==> src/tsc_unused.sv <==
// (no further files)

==> src/tsc_pkg.sv <==
// Shared constants and types for the temperature sensor slave core
package tsc_pkg;

    // ----------------------------------------------------------------
    // Timing
    // ----------------------------------------------------------------
    localparam int CLK_KHZ = 40000;
    localparam int CONV_PERIOD_US = 125000;
    localparam int POR_READY_MAX_US = 250000;
    localparam int CONV_CYCLES_DEF = (CONV_PERIOD_US / 1000) * CLK_KHZ;
    localparam int POR_READY_CYCLES_DEF = (POR_READY_MAX_US / 1000) * CLK_KHZ;

    // ----------------------------------------------------------------
    // Slave address and register pointers
    // ----------------------------------------------------------------
    localparam logic [3:0] ADDR_BASE = 4'h9;
    localparam logic [2:0] ADDR_SEL_DEF = 3'h5;
    localparam logic [7:0] PTR_TEMP = 8'h00;
    localparam logic [7:0] PTR_CFG = 8'h01;
    localparam int CFG_STANDBY_POS = 7;
    localparam int CFG_READY_POS = 6;
    localparam logic STANDBY_RST = 1'h0;
    localparam logic [7:0] TEMP_RST = 8'h00;
    localparam logic [3:0] BITS_PER_BYTE = 4'h8;

    // ----------------------------------------------------------------
    // Types
    // ----------------------------------------------------------------
    typedef struct packed {
        logic scl;
        logic sda;
    } tsc_line_t;

    typedef enum logic [3:0] {
        ST_IDLE, ST_ADDR, ST_ADDR_ACK, ST_CMD, ST_CMD_ACK,
        ST_WDATA, ST_WDATA_ACK, ST_RDATA, ST_MACK, ST_RLOAD, ST_WAIT
    } tsc_state_t;

endpackage : tsc_pkg

==> src/tsc_core.sv <==
// Temperature sensor digital core with a two-wire serial slave port
`timescale 1ns/1ps
`default_nettype none

module tsc_core
    import tsc_pkg::*;
#(
    parameter logic [2:0] ADDR_SEL = ADDR_SEL_DEF,
    parameter int CONV_CYCLES = CONV_CYCLES_DEF,
    parameter int POR_READY_CYCLES = POR_READY_CYCLES_DEF
) (
    input wire logic i_ref_clk, // 40 MHz core clock
    input wire logic i_rst, // Async reset, active high
    input wire logic [7:0] i_sensor_temp, // Converter result, core clock domain
    input wire logic i_scl, // Serial clock pin
    input wire logic i_sda, // Serial data pin level
    output logic o_sda_o, // Serial data drive value
    output logic o_sda_oe, // Serial data drive enable
    output logic [7:0] o_temp, // Held temperature value
    output logic o_data_ready, // First conversion done
    output logic o_standby // Standby mode active
);

    // ----------------------------------------------------------------
    // Elaboration checks
    // ----------------------------------------------------------------
    localparam int CW = $clog2(CONV_CYCLES + 1);
    localparam int PW = $clog2(POR_READY_CYCLES + 2);

    if (CONV_CYCLES < 1 || CONV_CYCLES > POR_READY_CYCLES) begin : g_bad_timing
        $error("Conversion period must be 1 to the ready limit");
    end

    // ----------------------------------------------------------------
    // Pin synchronisers and event decode
    // ----------------------------------------------------------------
    tsc_line_t pin_meta_q;
    tsc_line_t pin_sync_q;
    tsc_line_t pin_prev_q;

    always_ff @(posedge i_ref_clk or posedge i_rst) begin
        if (i_rst) begin
            pin_meta_q <= '1;
            pin_sync_q <= '1;
            pin_prev_q <= '1;
        end else begin
            pin_meta_q <= '{scl: i_scl, sda: i_sda};
            pin_sync_q <= pin_meta_q;
            pin_prev_q <= pin_sync_q;
        end
    end

    wire scl_rise = pin_sync_q.scl & ~pin_prev_q.scl;
    wire scl_fall = ~pin_sync_q.scl & pin_prev_q.scl;
    wire scl_held = pin_sync_q.scl & pin_prev_q.scl;
    wire start_ev = scl_held & pin_prev_q.sda & ~pin_sync_q.sda;
    wire stop_ev = scl_held & ~pin_prev_q.sda & pin_sync_q.sda;

    // ----------------------------------------------------------------
    // Converter and temperature register
    // ----------------------------------------------------------------
    logic [CW-1:0] conv_cnt_q;
    logic [7:0] temp_q;
    logic ready_q;
    logic standby_q;

    wire conv_done = (conv_cnt_q == CW'(CONV_CYCLES - 1));

    always_ff @(posedge i_ref_clk or posedge i_rst) begin
        if (i_rst) begin
            conv_cnt_q <= '0;
            temp_q <= TEMP_RST;
            ready_q <= 1'b0;
        end else if (!standby_q) begin
            conv_cnt_q <= conv_done ? '0 : conv_cnt_q + CW'(1);
            if (conv_done) begin
                temp_q <= i_sensor_temp;
                ready_q <= 1'b1;
            end
        end
    end

    // ----------------------------------------------------------------
    // Serial slave
    // ----------------------------------------------------------------
    tsc_state_t state_q;
    logic [7:0] shift_q;
    logic [3:0] cnt_q;
    logic [7:0] ptr_q;
    logic rw_q;
    logic oe_q;

    wire [6:0] slave_addr = {ADDR_BASE, ADDR_SEL};
    wire byte_in = (cnt_q == BITS_PER_BYTE) & scl_fall;
    wire addr_hit = (shift_q[7:1] == slave_addr);
    wire [7:0] cfg_byte = {standby_q, ready_q, 6'h00};
    wire [7:0] read_byte = (ptr_q == PTR_CFG) ? cfg_byte : temp_q;

    always_ff @(posedge i_ref_clk or posedge i_rst) begin
        if (i_rst) begin
            state_q <= ST_IDLE;
            shift_q <= 8'h00;
            cnt_q <= 4'h0;
            ptr_q <= PTR_TEMP;
            rw_q <= 1'b0;
            oe_q <= 1'b0;
            standby_q <= STANDBY_RST;
        end else if (start_ev) begin
            state_q <= ST_ADDR;
            cnt_q <= 4'h0;
            oe_q <= 1'b0;
        end else if (stop_ev) begin
            state_q <= ST_IDLE;
            oe_q <= 1'b0;
        end else begin
            unique case (state_q)
                ST_IDLE, ST_WAIT: begin
                    oe_q <= 1'b0;
                end
                ST_ADDR, ST_CMD, ST_WDATA: begin
                    if (scl_rise) begin
                        shift_q <= {shift_q[6:0], pin_sync_q.sda};
                        cnt_q <= cnt_q + 4'h1;
                    end else if (byte_in) begin
                        oe_q <= 1'b1;
                        cnt_q <= 4'h0;
                        if (state_q == ST_ADDR) begin
                            rw_q <= shift_q[0];
                            oe_q <= addr_hit;
                            state_q <= addr_hit ? ST_ADDR_ACK : ST_WAIT;
                        end else if (state_q == ST_CMD) begin
                            ptr_q <= shift_q;
                            state_q <= ST_CMD_ACK;
                        end else begin
                            if (ptr_q == PTR_CFG) begin
                                standby_q <= shift_q[CFG_STANDBY_POS];
                            end
                            state_q <= ST_WDATA_ACK;
                        end
                    end
                end
                ST_ADDR_ACK, ST_CMD_ACK, ST_WDATA_ACK, ST_RLOAD: begin
                    if (scl_fall) begin
                        if ((state_q == ST_ADDR_ACK && rw_q) || state_q == ST_RLOAD) begin
                            shift_q <= read_byte;
                            oe_q <= ~read_byte[7];
                            cnt_q <= 4'h1;
                            state_q <= ST_RDATA;
                        end else begin
                            oe_q <= 1'b0;
                            state_q <= (state_q == ST_ADDR_ACK) ? ST_CMD : ST_WDATA;
                        end
                    end
                end
                ST_RDATA: begin
                    if (byte_in) begin
                        oe_q <= 1'b0;
                        state_q <= ST_MACK;
                    end else if (scl_fall) begin
                        oe_q <= ~shift_q[6];
                        shift_q <= {shift_q[6:0], 1'b0};
                        cnt_q <= cnt_q + 4'h1;
                    end
                end
                ST_MACK: begin
                    if (scl_rise) begin
                        state_q <= pin_sync_q.sda ? ST_WAIT : ST_RLOAD;
                    end
                end
                default: begin
                    state_q <= ST_IDLE;
                    oe_q <= 1'b0;
                end
            endcase
        end
    end

    // ----------------------------------------------------------------
    // Outputs
    // ----------------------------------------------------------------
    assign o_sda_o = 1'b0;
    assign o_sda_oe = oe_q;
    assign o_temp = temp_q;
    assign o_data_ready = ready_q;
    assign o_standby = standby_q;

    // ----------------------------------------------------------------
    // Assertions
    // ----------------------------------------------------------------
    logic [PW-1:0] por_cnt_q;

    always_ff @(posedge i_ref_clk or posedge i_rst) begin
        if (i_rst) begin
            por_cnt_q <= '0;
        end else if (por_cnt_q != PW'(POR_READY_CYCLES)) begin
            por_cnt_q <= por_cnt_q + PW'(1);
        end
    end
endmodule : tsc_core

`default_nettype wire

==> config.mk <==
export PLATFORM = sky130hd
export DESIGN_NAME = tsc_core
export DESIGN_NICKNAME = d
export VERILOG_FILES = /design/src/tsc_unused.sv /design/src/tsc_pkg.sv /design/src/tsc_core.sv
export SDC_FILE = /design/constraint.sdc
export NUM_CORES = 1
export LEC_CHECK = 0
export ABC_AREA = 0
export BUFFER_PORTS_ARGS = -buffer_cell sky130_fd_sc_hd__buf_4
export CORE_ASPECT_RATIO = 0.75
export CORE_MARGIN = 2
export CORE_UTILIZATION = 55
export DETAILED_ROUTE_END_ITERATION = 12
export GPL_TIMING_DRIVEN = 0
export HOLD_SLACK_MARGIN = 0.15
export PLACE_DENSITY = 0.85
export SLEW_MARGIN = 20
export SYNTH_ARGS = -nofsm -noshare
export SYNTH_HDL_FRONTEND = slang
export SYNTH_SLANG_ARGS = --single-unit
export TNS_END_PERCENT = 30
==> constraint.sdc <==
create_clock -name i_ref_clk -period 5.1 [get_ports i_ref_clk]
set_input_delay 0.255 -clock i_ref_clk [delete_from_list [all_inputs] [get_ports i_ref_clk]]
set_output_delay 0.255 -clock i_ref_clk [all_outputs]
set_load 0.01 [all_outputs]
* Word level (Yosys, flattened, before mapping)
Index checks and enable logic that the tools add are counted.
** Word-level totals
- Bits in registers :: 65
- Input bits :: 12
- Output and inout port bits :: 12
- Word-level logic and storage cells :: 128
** Operators by class
- Add/sub/neg operators :: 2
- Equality and inequality tests :: 33
- Multiplexer cells :: 41
- Bitwise logic cells :: 20
- Reductions and logical operators :: 16
** Operators with widths (count)
- $mux 4 :: 17
- $mux 8 :: 6
- $ne 4x4->1 const B :: 6
- $pmux 8 s3 :: 1
- $add 23x1->23 const B :: 1
- $eq 23x23->1 const B :: 1
- $mux 23 :: 1
- $pmux 4 s5 :: 1
- $ne 3x3->1 const B :: 6
- $eq 4x3->1 const B :: 4
- $eq 4x4->1 const B :: 4
- $reduce_and 8->1 :: 2
- $reduce_and 7->1 :: 2
- $ne 2x2->1 const B :: 6
- $not 1->1 :: 12
- $pmux 4 s3 :: 1
- $reduce_and 6->1 :: 2
- $mux 1 :: 9
- $and 1x1->1 :: 8
- $eq 4x2->1 const B :: 2
- $eq 8x1->1 const B :: 1
- $eq 7x7->1 const B :: 1
- $mux 3 :: 2
- $ne 5x5->1 const B :: 1
- 14 further kinds :: 15

* Logic depth before layout (Yosys ltp)
Gate-level depths: netlist of run 1.
- Depth in word-level cells :: 8
- Depth in mapped cells :: 9

* Worst setup path before layout of run 1
No wires, ideal clock.
- Kind :: reg2reg
- From :: register pin_prev_q[1] (netlist name)
- To :: register cnt_q[3]
- Library setup time :: 0.104 ns
- Arrival :: 1.864 ns
- Data required time :: 4.996 ns
- Path slack :: 3.133 ns
- Cell stages (with the launch flop) :: 7
- Cell sequence :: dfstp_2 > nand2b_4 > or3_1 > buf_2 > o2111a_1 > or3_4 > o41ai_2
** Between the ends
- Cells in the longest elaborated chain, start to end :: 6
** Ends and longest elaborated chain
- from (decl) :: RTL line tsc_core.sv:39 : tsc_line_t pin_prev_q;
- from (signal assigned) :: RTL line tsc_core.sv:49 : pin_prev_q <= pin_sync_q;
- branches (longest 6 deep; another with $reduce_and 7->1)
- to (signal assigned) :: RTL line tsc_core.sv:123 : cnt_q <= cnt_q + 4'h1;
- to (signal assigned) :: RTL line tsc_core.sv:162 : cnt_q <= cnt_q + 4'h1;
- to (decl) :: RTL line tsc_core.sv:88 : logic [3:0] cnt_q;
Parallel ways; which one is timed is not known. The select of a mux whose other input is x is not followed.
A chain may end at the register's enable or synchronous reset.

* Worst setup path in the final report of run 1
- From :: register state_q[3]
- To :: register shift_q[1]
** Between the ends
- Cells in the longest elaborated chain, start to end :: 5
** Ends and longest elaborated chain
- from (decl) :: RTL line tsc_core.sv:86 : tsc_state_t state_q;
- from (signal assigned) :: RTL line tsc_core.sv:130 : state_q <= addr_hit ? ST_ADDR_ACK : ST_WAIT;
- from (signal assigned) :: RTL line tsc_core.sv:151 : state_q <= (state_q == ST_ADDR_ACK) ? ST_CMD : ST_WDATA;
- from (signal assigned) :: RTL line tsc_core.sv:167 : state_q <= pin_sync_q.sda ? ST_WAIT : ST_RLOAD;
- $eq 4x2->1 :: RTL line tsc_core.sv:116, tsc_core.sv:144
- $logic_and 1x1->1 :: RTL line tsc_core.sv:144 : if ((state_q == ST_ADDR_ACK && rw_q) || state_q == ST_RLOAD) begin
- $logic_or 1x1->1 :: RTL line tsc_core.sv:144
- $ne 2x2->1 (no line)
- $reduce_and 8->1 (no line)
- to (signal assigned) :: RTL line tsc_core.sv:122 : shift_q <= {shift_q[6:0], pin_sync_q.sda};
- to (signal assigned) :: RTL line tsc_core.sv:145 : shift_q <= read_byte;
- to (signal assigned) :: RTL line tsc_core.sv:161 : shift_q <= {shift_q[6:0], 1'b0};
- to (decl) :: RTL line tsc_core.sv:87 : logic [7:0] shift_q;
Parallel ways exist; a longest one is shown, timed or not.

==> qor.tcl, run 1 <==
set qor(run_status) {completed}
set qor(cell_count_after_synthesis) 327
set qor(cts_sinks) 65
set qor(filler_cell_count_in_the_final_layout) 455
set qor(clock_latency_ps) 350
set qor(hpwlAfterDp_mm) 5.169
set qor(floorplan.initialDensity_pct) 56.96
set qor(timing.critical_path.from) {state_q[3]}
set qor(first_global_vias) 2519
set qor(post_route_cells_drive_above_1_share_pct) 23.34
set qor(cts-root-buf) {clkbuf_8}
set qor(synth_top_flop_cell) {dfrtp_1}
set qor(y_dimension_of_the_die_um) 71.27
set qor(hold_viol_final) 0
set qor(io_buffer_count) 22
set qor(summed_instance_area_of_the_synthesized_netlist_um2) 3318
set qor(syn_to_final_growth_pct) 17.65
set qor(synth_async_sr_flop_share_pct) 100.0
set qor(placement_rows) 24
set qor(cts_buffer_depth) 2
set qor(antenna-diode-count) 0
set qor(grt_antenna_before_repair) 0
set qor(yosys_warnings) 0
set qor(cts_made_buffers) 9
set qor(wire_per_inst_um) 16.12
set qor(number_of_optimization_iterations_in_the_first_detailed_route_pass) 5
set qor(achievable-frequency_mhz) 434.1
set qor(cp_data_required_time_ps) 5370
set qor(synth_largest_area_cell) {dfrtp_1}
set qor(synth_fp_nets) 342
set qor(worst_slew_margin_rel_pct) 58.34
set qor(synth_area_per_cell_um2) 10.15
set qor(period_share_pct) 45.17
set qor(worstSetupEndpointType) {flip-flop}
set qor(yosys.cell_types.count) 51
set qor(worst-setup-path-type) {reg -> reg}
set qor(tritoncts) {done}
set qor(core-area_um2) 5826
set qor(die_area_um2) 6677
set qor(synth_largest_type_area_fraction_pct) 44.49
set qor(min_path_type) {reg -> reg}
set qor(timing_worst_slew_pin_value_ps) 624.9
set qor(critical_path.startpoint_type) {flip-flop}
set qor(worst_ep_arrival_time_ps) 2580
set qor(setup_viol_count_final) 0
set qor(grt-ovfl-total) 0
set qor(cts-htree-levels) 3
set qor(fin_skew_ps) 6.960
set qor(finalNonFillerCells) 455
set qor(worst_setup_hold_path_clk_slew_ps) 70
set qor(worstPathMaxFanout) 10
set qor(grt_pass1_wl_mm) 12.54
set qor(post-route-min-period_ps) 2303
set qor(routed_wirelength_mm) 7.334
set qor(mostFrequentLayoutCell) {dfrtp_1}
set qor(numPlacedInstances) 428
set qor(postSynthRegisterBits) 65
set qor(vias_per_cell) 5.745
set qor(drt_first_iter_violations) 179
set qor(reported_leakage_power_uw) 0.001726
set qor(max-vdd-ir-drop_v) 0.0002405
set qor(place_congestion) 0.8221
set qor(fin_worst_hold_slack_ps) 357.9
set qor(commonest_non_fill_non_tap_cells_in_the_layout) {dfrtp_1, nor2_1, nand2_1}
set qor(drc_errors) 0
set qor(ant_nets) 0
set qor(design.final.nets) 387
set qor(r2r-start) {state_q[3]}
set qor(cap_violations) 0
set qor(post_synth_main_area_contributors) {dfrtp_1, mux2_2, dfstp_2}
set qor(floorplan.die.width_um) 93.69
set qor(totalNegativeSetupSlack_ps) 0
set qor(rsz_0062_raised_after_global_routing) {no}
set qor(min-delay-start) {pin_meta_q[1]}
set qor(timing.final.max_slew_violations) 0
set qor(grt_max_degree) 54
set qor(io_pins) 24
set qor(power.density_cell_area_nw_per_um2) 408.3
set qor(grt_usage_pct) 24.65
set qor(yosysSeqAreaShare_pct) 49.25
set qor(via_count) 2614
set qor(synth_edf_count) 0
[kinds of logic (layout without fill, tap and decap cells)]
family | Yosys count | in the layout | share of synthesized area (%)
AND/OR/NAND/NOR | 130 | 130 | 21.00
adder cells (fa/ha/maj) | 3 | 3 | 1.131
AO/OA/AOI/OAI | 56 | 56 | 11.12
other | 1 | 1 | 0.1130
flip-flops | 65 | 65 | 49.25
buffers and inverters | 26 | 76 | 3.394
XOR/XNOR | 20 | 20 | 5.279
multiplexers | 26 | 26 | 8.710
[stage by stage]
step	util, %	cell area (µm²)	setup WS (ps)	power [µW]
after global routing	67.01	3904	2613	1691
final	67.01	3904	2797	1594
after CTS	67.01	3904	2844	1586
after floorplan	-	3318	3133	1040
after global placement	61.47	3581	2467	1153
after detailed placement	61.98	3611	2874	1177
[registers in the layout (all words and copies together) (netlist names), 2 cells and up]
register    flops
state_q         4
pin_prev_q      2
conv_cnt_q     23
o_temp          8
pin_meta_q      2
ptr_q           8
shift_q         8
pin_sync_q      2
cnt_q           4
[timing repair]
item / in CTS / in global routing
hold buffers: 11 / 0
endpoints found under the hold margin: 69 / 0
buffers inserted: 0 / 0
gates resized for setup: 0 / 0
[critical path: stages (launching register included)]
cell      delay [ps]
dfrtp_1          450
nand4b_1         410
a311oi_1         340
nor3_1           160
a211oi_2         380
buf_2            280
nor2_1            60
a31oi_1          140
[cells in the mapped netlist, drive strengths merged (7+ instances only)]
library cell / count
dfrtp: 59
nor2: 30
nand2: 27
mux2: 23
nand3: 21
o21ai: 17
xnor2: 16
a21oi: 13
inv: 11
buf: 10
nand2b: 9
nor3: 7
[power breakdown]
part | internal [µW] | leakage (µW) | switching [µW] | total (µW)
Combinational | 223 | 0.000797 | 316 | 539
Sequential | 581 | 0.000845 | 70.9 | 652
Clock | 202 | 0.0000846 | 201 | 403
Total | 1010 | 0.00173 | 588 | 1590
[worst paths after layout]
kind,cells after the start,slack (ps),end
min,0,360,pin_sync_q[1]
min reg2reg,0,360,pin_sync_q[1]
min in group asynchronous,3,370,conv_cnt_q[4]
max,7,2800,shift_q[1]
max reg2reg,7,2800,shift_q[1]
max in group asynchronous,4,4160,pin_sync_q[1]
[area by class of cell]
class	count	area, µm²	area share [%]
clock buffer	12	155.1	3.974
clock inverter	4	27.53	0.7051
timing repair buffer	34	302.8	7.756
multi-input combinational	236	1572	40.26
tap	78	97.59	2.500
buffer	15	71.32	1.827
sequential	65	1634	41.86
inverter	11	43.79	1.122
[layer usage]
| layer | vias to the layer above | global-route usage (%) | share of wire (%) |
|---|---|---|---|
| met5 | - | 0 | 0 |
| li1 | 1257 | - | - |
| met4 | 0 | 7.729 | 1.3 |
| met2 | 86 | 35.00 | 44 |
| met3 | 9 | 7.256 | 6.0 |
| met1 | 1262 | 36.85 | 49 |
Note: power is estimated with default switching activity, not from simulation.
==> run 2: changes to the inputs <==
--- a/config.mk
+++ b/config.mk
@@ -9,11 +9,11 @@
 export BUFFER_PORTS_ARGS = -buffer_cell sky130_fd_sc_hd__buf_4
 export CORE_ASPECT_RATIO = 0.75
 export CORE_MARGIN = 2
-export CORE_UTILIZATION = 55
+export CORE_UTILIZATION = 54
 export DETAILED_ROUTE_END_ITERATION = 12
 export GPL_TIMING_DRIVEN = 0
 export HOLD_SLACK_MARGIN = 0.15
-export PLACE_DENSITY = 0.85
+export PLACE_DENSITY = 0.86
 export SLEW_MARGIN = 20
 export SYNTH_ARGS = -nofsm -noshare
 export SYNTH_HDL_FRONTEND = slang
==> constraint.sdc (replaced) <==
create_clock -name i_ref_clk -period 2.05 [get_ports i_ref_clk]
set_input_delay 0.1025 -clock i_ref_clk [delete_from_list [all_inputs] [get_ports i_ref_clk]]
set_output_delay 0.1025 -clock i_ref_clk [all_outputs]
set_load 0.01 [all_outputs]
==> run 2 against run 1 <==
Clock-buffer cell count unchanged. Via count up 4.5%. Sequential cell count unchanged. Clock skew up 0.80 ps. First-iteration DRC count up 34%. Non-clock buffer count up 7. Cell count up 1.5%. Critical endpoint is now shift_q[6]. Largest cell class is now multi-input gates. Largest power group unchanged.
==> qor.tcl, run 2 (synthesis results as in run 1) <==
set qor(multiInputGateArea_um2) 1645
set qor(hold_viol_final) 0
set qor(cts-root-buf) {clkbuf_8}
set qor(grt_pass1_wl_mm) 12.79
set qor(floorplan.die.width_um) 94.52
set qor(critical_path_depth) 7
set qor(drc_errors) 0
set qor(commonest_non_fill_non_tap_cells_in_the_layout) {dfrtp_1, buf_4, nor2_1}
set qor(io_buffer_count) 22
set qor(antenna-diode-count) 0
set qor(grt_max_degree) 58
set qor(setup_viol_count_final) 0
set qor(finalNonFillerCells) 462
set qor(cts_sinks) 65
set qor(reported_leakage_power_uw) 0.001807
set qor(largest-register) {conv_cnt_q}
set qor(worstPathMaxFanout) 8
set qor(numPlacedInstances) 428
set qor(r2r-start) {state_q[2]}
set qor(timing.final.max_slew_violations) 0
set qor(r2r_slack_ps) 5
set qor(critical_path.startpoint_type) {flip-flop}
set qor(hpwlAfterDp_mm) 5.030
set qor(endpoint) {shift_q[6]}
set qor(power.density_cell_area_nw_per_um2) 1008
set qor(worst_path_dominant_cell_family) {compound AO/OA/AOI/OAI gates}
set qor(worstPathCellList) {buf_2, nand4b_1, a311oi_1, nor3_2, a211oi_2, buf_4, mux2_2}
set qor(mostFrequentLayoutCell) {dfrtp_1}
set qor(max-vdd-ir-drop_v) 0.0006012
set qor(place_congestion) 0.8160
set qor(drt_first_iter_violations) 240
set qor(post_route_cells_drive_above_1_share_pct) 28.65
set qor(filler_cell_count_in_the_final_layout) 428
set qor(worst_r2r_dst) {shift_q[6]}
set qor(placed_instance_area_um2) 3611
set qor(worstSetupEndpointType) {flip-flop}
set qor(io_pins) 24
set qor(largest_register_ffs) 23
set qor(timing.critical_path.buf_inv) 2
set qor(y_dimension_of_the_die_um) 71.89
set qor(grt_antenna_before_repair) 0
set qor(crit_path_top_delay_cell) {mux2_2}
set qor(floorplan.initialDensity_pct) 56.38
set qor(achievable-frequency_mhz) 489.1
set qor(final-seq-area_um2) 1634
set qor(core-area_um2) 5886
set qor(clock_latency_ps) 350
set qor(cts_made_buffers) 9
set qor(routed_wirelength_mm) 7.796
set qor(wire_per_inst_um) 16.87
set qor(period_share_pct) 99.74
set qor(die_area_um2) 6794
set qor(cts-htree-levels) 3
set qor(worst_setup_hold_path_clk_slew_ps) 70
set qor(fin_skew_ps) 7.756
set qor(vias_per_cell) 5.913
set qor(tritoncts) {done}
set qor(syn_to_final_growth_pct) 21.68
set qor(cap_violations) 0
set qor(ant_nets) 0
set qor(design.final.nets) 394
set qor(grt-ovfl-total) 0
set qor(rsz_0062_raised_after_global_routing) {yes}
set qor(first_global_vias) 2706
set qor(min_path_type) {in -> async}
set qor(critical-path-max-stage-delay_ps) 330
set qor(cts_buffer_depth) 2
set qor(timing.critical_path.from) {state_q[2]}
set qor(post-route-min-period_ps) 2045
set qor(number_of_optimization_iterations_in_the_first_detailed_route_pass) 5
set qor(fin_area_um2) 4038
set qor(worst-setup-path-type) {reg -> reg}
set qor(grt_usage_pct) 24.93
set qor(via_count) 2732
set qor(run_status) {completed}
set qor(worst_ep_arrival_time_ps) 2290
set qor(cp_data_required_time_ps) 2290
set qor(reg2regPathDepth) 7
set qor(placement_rows) 24
-- run 2: cell count changes in the layout (fill, tap and decap cells not counted), moves of 2 or more --
cell      before  now
clkbuf_2       0    2
nor4_2         1    3
clkbuf_1       6    4
nor3_1         6    4
buf_4         23   34
a21oi_1       13   10
a21oi_2        0    3
nor4_1         4    2
buf_2          9    5
-- run 2: power by group --
group	switching [µW]	leakage (µW)	internal, µW
logic	840	0.000879	634
clock network	501	0.0000826	472
registers	179	0.000845	1450
-- run 2: what timing repair did --
action	in CTS	in global routing
hold buffers	11	0
resized for setup	8	13
pin swaps	1	3
endpoints found under the setup margin	21	39
endpoints found under the hold margin	70	0
setup buffers	7	2
gates cloned	0	0
-- run 2: worst register-to-register path, delay by kind of cell (launching register included) --
kind,cells,cell delay [ps]
muxes,1,330
AOI/OAI and AO/OA,2,570
DFF,1,320
and+or+nand+nor,2,330
buffers and inverters,2,390
-- run 2: layout make-up --
cell class | instances | area share (%)
multi-input combinational | 236 | 40.75
tap | 78 | 2.417
sequential | 65 | 40.47
buffer | 13 | 1.797
timing repair buffer | 43 | 9.173
clock inverter | 4 | 0.7127
clock buffer | 12 | 3.595
inverter | 11 | 1.085
-- run 2: metrics by stage --
| stage | total power [µW] | TNS (ps) | hold WS (ps) | setup slack, ps | util, % |
|---|---|---|---|---|---|
| final | 4071 | 0 | 205.0 | 5.415 | 68.60 |
| after global routing | 4316 | -564.5 | 220.5 | -92.46 | 68.60 |
| after CTS | 4011 | -5.186 | 209.1 | -2.866 | 67.60 |
| after detailed placement | 2921 | -722.2 | 27.80 | -177.0 | 61.35 |
| after global placement | 2856 | -27620 | 210.7 | -465.5 | 60.84 |
| after floorplan | 2589 | 0 | 107.0 | 82.79 | - |
-- run 2: how the worst min path moves through the flow --
stage,from,to
after detailed placement,i_rst,state_q[0]
final,i_rst,cnt_q[2]
after global placement,i_scl,pin_meta_q[1]
after global routing,i_rst,state_q[0]
after CTS,i_rst,state_q[1]
after floorplan,i_sda,pin_meta_q[0]
-- run 2: per-layer routing --
layer / vias to the layer above / share of wire [%] / routed length, µm / GRT usage (%)
li1: 1264 / - / - / -
met1: 1333 / 44 / 3410 / 33.54
met2: 118 / 47 / 3663 / 38.57
met3: 17 / 7.7 / 603 / 8.307
met4: 0 / 1.5 / 118 / 8.213
met5: - / 0 / 0 / 0
==> run 3: changes to the inputs <==
--- a/config.mk
+++ b/config.mk
@@ -9,11 +9,13 @@
 export BUFFER_PORTS_ARGS = -buffer_cell sky130_fd_sc_hd__buf_4
 export CORE_ASPECT_RATIO = 0.75
 export CORE_MARGIN = 2
-export CORE_UTILIZATION = 54
+export CORE_UTILIZATION = 55
+export CTS_BUF_LIST = sky130_fd_sc_hd__clkbuf_8
 export DETAILED_ROUTE_END_ITERATION = 12
 export GPL_TIMING_DRIVEN = 0
 export HOLD_SLACK_MARGIN = 0.15
-export PLACE_DENSITY = 0.86
+export PLACE_DENSITY = 0.88
+export REMOVE_ABC_BUFFERS = 1
 export SLEW_MARGIN = 20
 export SYNTH_ARGS = -nofsm -noshare
 export SYNTH_HDL_FRONTEND = slang
==> run 3 against run 2 <==
The flow now finishes with violations (setup timing). Register-to-register slack worse by 70 ps. Critical path depth is 1 lower. Clock skew is 2.8 ps higher. Global-route usage is 0.33 points higher. Sequential power is 7% higher. Non-clock buffer count is 4 higher. Sequential share of layout area is 1.2 points lower. Clock power is 4.3% lower. Fmax is 3.3% lower. Critical path type unchanged.
==> qor.tcl, run 3 (synthesis results as in run 1) <==
set qor(run_status) {complete, but fails checks}
set qor(failed_checks) {setup timing}
set qor(final-seq-area_um2) 1644
set qor(tritoncts) {done}
set qor(mostFrequentLayoutCell) {dfrtp_1}
set qor(r2r_slack_ps) -60
set qor(largest_register_ffs) 23
set qor(cap_violations) 0
set qor(first_global_vias) 2657
set qor(use_met3_pct) 7.781
set qor(cts_buffer_depth) 2
set qor(rsz_0062_raised_after_global_routing) {yes}
set qor(grt-ovfl-total) 0
set qor(timing.critical_path.from) {pin_sync_q[1]}
set qor(hpwlAfterDp_mm) 4.914
set qor(largest-register) {conv_cnt_q}
set qor(power.density_cell_area_nw_per_um2) 1070
set qor(syn_to_final_growth_pct) 26.32
set qor(placement_rows) 24
set qor(number_of_optimization_iterations_in_the_first_detailed_route_pass) 5
set qor(design.final.nets) 399
set qor(worst_setup_hold_path_clk_slew_ps) 70
set qor(period_share_pct) 103.2
set qor(core-area_um2) 5826
set qor(busiest_layer) {met2}
set qor(grt_max_degree) 41
set qor(finalNonFillerCells) 467
set qor(achievable-frequency_mhz) 472.8
set qor(reported_leakage_power_uw) 0.001849
set qor(endpoint) {state_q[1]}
set qor(fin_skew_ps) 10.53
set qor(vias_per_cell) 6.495
set qor(totalNegativeSetupSlack_ps) -173.9
set qor(timing.final.max_slew_violations) 0
set qor(die_area_um2) 6677
set qor(io_pins) 24
set qor(cts_made_buffers) 9
set qor(critical_path.startpoint_type) {flip-flop}
set qor(via_count) 3033
set qor(reg2regPathDepth) 6
set qor(multiInputGateArea_um2) 1729
set qor(grt_pass1_wl_mm) 12.90
set qor(clock_latency_ps) 350
set qor(r2r-start) {pin_sync_q[1]}
set qor(y_dimension_of_the_die_um) 71.27
set qor(timing_worst_slew_pin_value_ps) 525.3
set qor(power.total_uw) 4487
set qor(filler_cell_count_in_the_final_layout) 347
set qor(floorplan.die.width_um) 93.69
set qor(grt_usage_pct) 25.25
set qor(ant_nets) 0
set qor(gr-usage-met2_pct) 38.65
set qor(post_route_cells_drive_above_1_share_pct) 33.68
set qor(met1_usage_pct) 34.30
set qor(final_setup_margin_ps) -64.91
set qor(drt_first_iter_violations) 463
set qor(hold_viol_final) 0
set qor(wire_per_inst_um) 20.55
set qor(pre_cts_ws_ps) -709.1
set qor(commonest_non_fill_non_tap_cells_in_the_layout) {dfrtp_1, buf_4, nor2_1}
set qor(worst_slew_margin_rel_pct) 64.94
set qor(setup_viol_count_final) 3
set qor(cts-htree-levels) 3
set qor(cts-root-buf) {clkbuf_8}
set qor(worst_r2r_dst) {state_q[1]}
set qor(numPlacedInstances) 413
set qor(worstPathMaxFanout) 8
set qor(worst-setup-path-type) {reg -> reg}
set qor(min_path_type) {in -> async}
set qor(cts_sinks) 65
set qor(antenna-diode-count) 0
set qor(post-route-min-period_ps) 2115
set qor(io_buffer_count) 22
set qor(floorplan.initialDensity_pct) 56.96
set qor(worst_ep_arrival_time_ps) 2340
set qor(max-vdd-ir-drop_v) 0.0006501
set qor(drc_errors) 0
set qor(worstSetupEndpointType) {flip-flop}
set qor(place_congestion) 0.8920
set qor(cp_data_required_time_ps) 2280
set qor(grt_antenna_before_repair) 0
set qor(routed_wirelength_mm) 9.599
==> run 3: worst min path at each step <==
stage	start	endpoint	slack [ps]	cells past startpoint
floorplan	i_sda	pin_meta_q[0]	110	0
detailed placement	i_rst	conv_cnt_q[7]	110	2
global placement	i_sda	pin_meta_q[0]	210	1
CTS	i_rst	conv_cnt_q[7]	320	3
global route	i_rst	o_temp[7]	330	3
finish	i_rst	conv_cnt_q[7]	300	3
==> run 3: power by group <==
group	internal [µW]	total, µW	leakage (µW)	switching [µW]
clock	454	931	0.0000958	477
sequential	1460	1740	0.000837	279
combinational	836	1820	0.000916	983
total	2750	4490	0.00185	1740
==> run 3: routing by layer <==
layer | vias up | wire length [µm]
li1 | 1276 | -
met5 | - | 0
met1 | 1466 | 3731
met4 | 0 | 397
met2 | 239 | 4536
met3 | 52 | 934
==> run 3: final cells by class <==
cell class | instances | share of cell area, %
clock inverters | 6 | 0.6866
inverters | 11 | 1.045
flip-flops and latches | 65 | 39.22
well taps | 78 | 2.328
clock buffers | 10 | 3.284
repair buffers | 60 | 12.18
multi-input cells | 237 | 41.25
==> run 3: critical path: stages (launching register included) <==
cell	delay (ps)
dfstp_2	620
nand2b_4	220
nor2_1	80
o21ai_0	170
nand4_1	230
a21oi_2	300
mux2_2	380
==> run 3: what timing repair did <==
action | 4_1_cts | 5_1_grt
resized for setup | 11 | 25
setup buffers | 5 | 21
hold buffers | 11 | 0
cloned | 1 | 0
setup endpoints to repair | 41 | 44
pin swaps | 2 | 11
hold endpoints to repair | 69 | 0
==> run 3: stage by stage <==
| stage | cell area, µm² | util [%] | hold slack, ps |
|---|---|---|---|
| after floorplan | 3247 | - | 107.0 |
| after global placement | 3510 | 60.24 | 210.6 |
| after detailed placement | 3535 | 60.67 | 114.0 |
| after CTS | 3908 | 67.07 | 320.3 |
| after global routing | 4192 | 71.95 | 327.9 |
| final | 4192 | 71.95 | 299.1 |
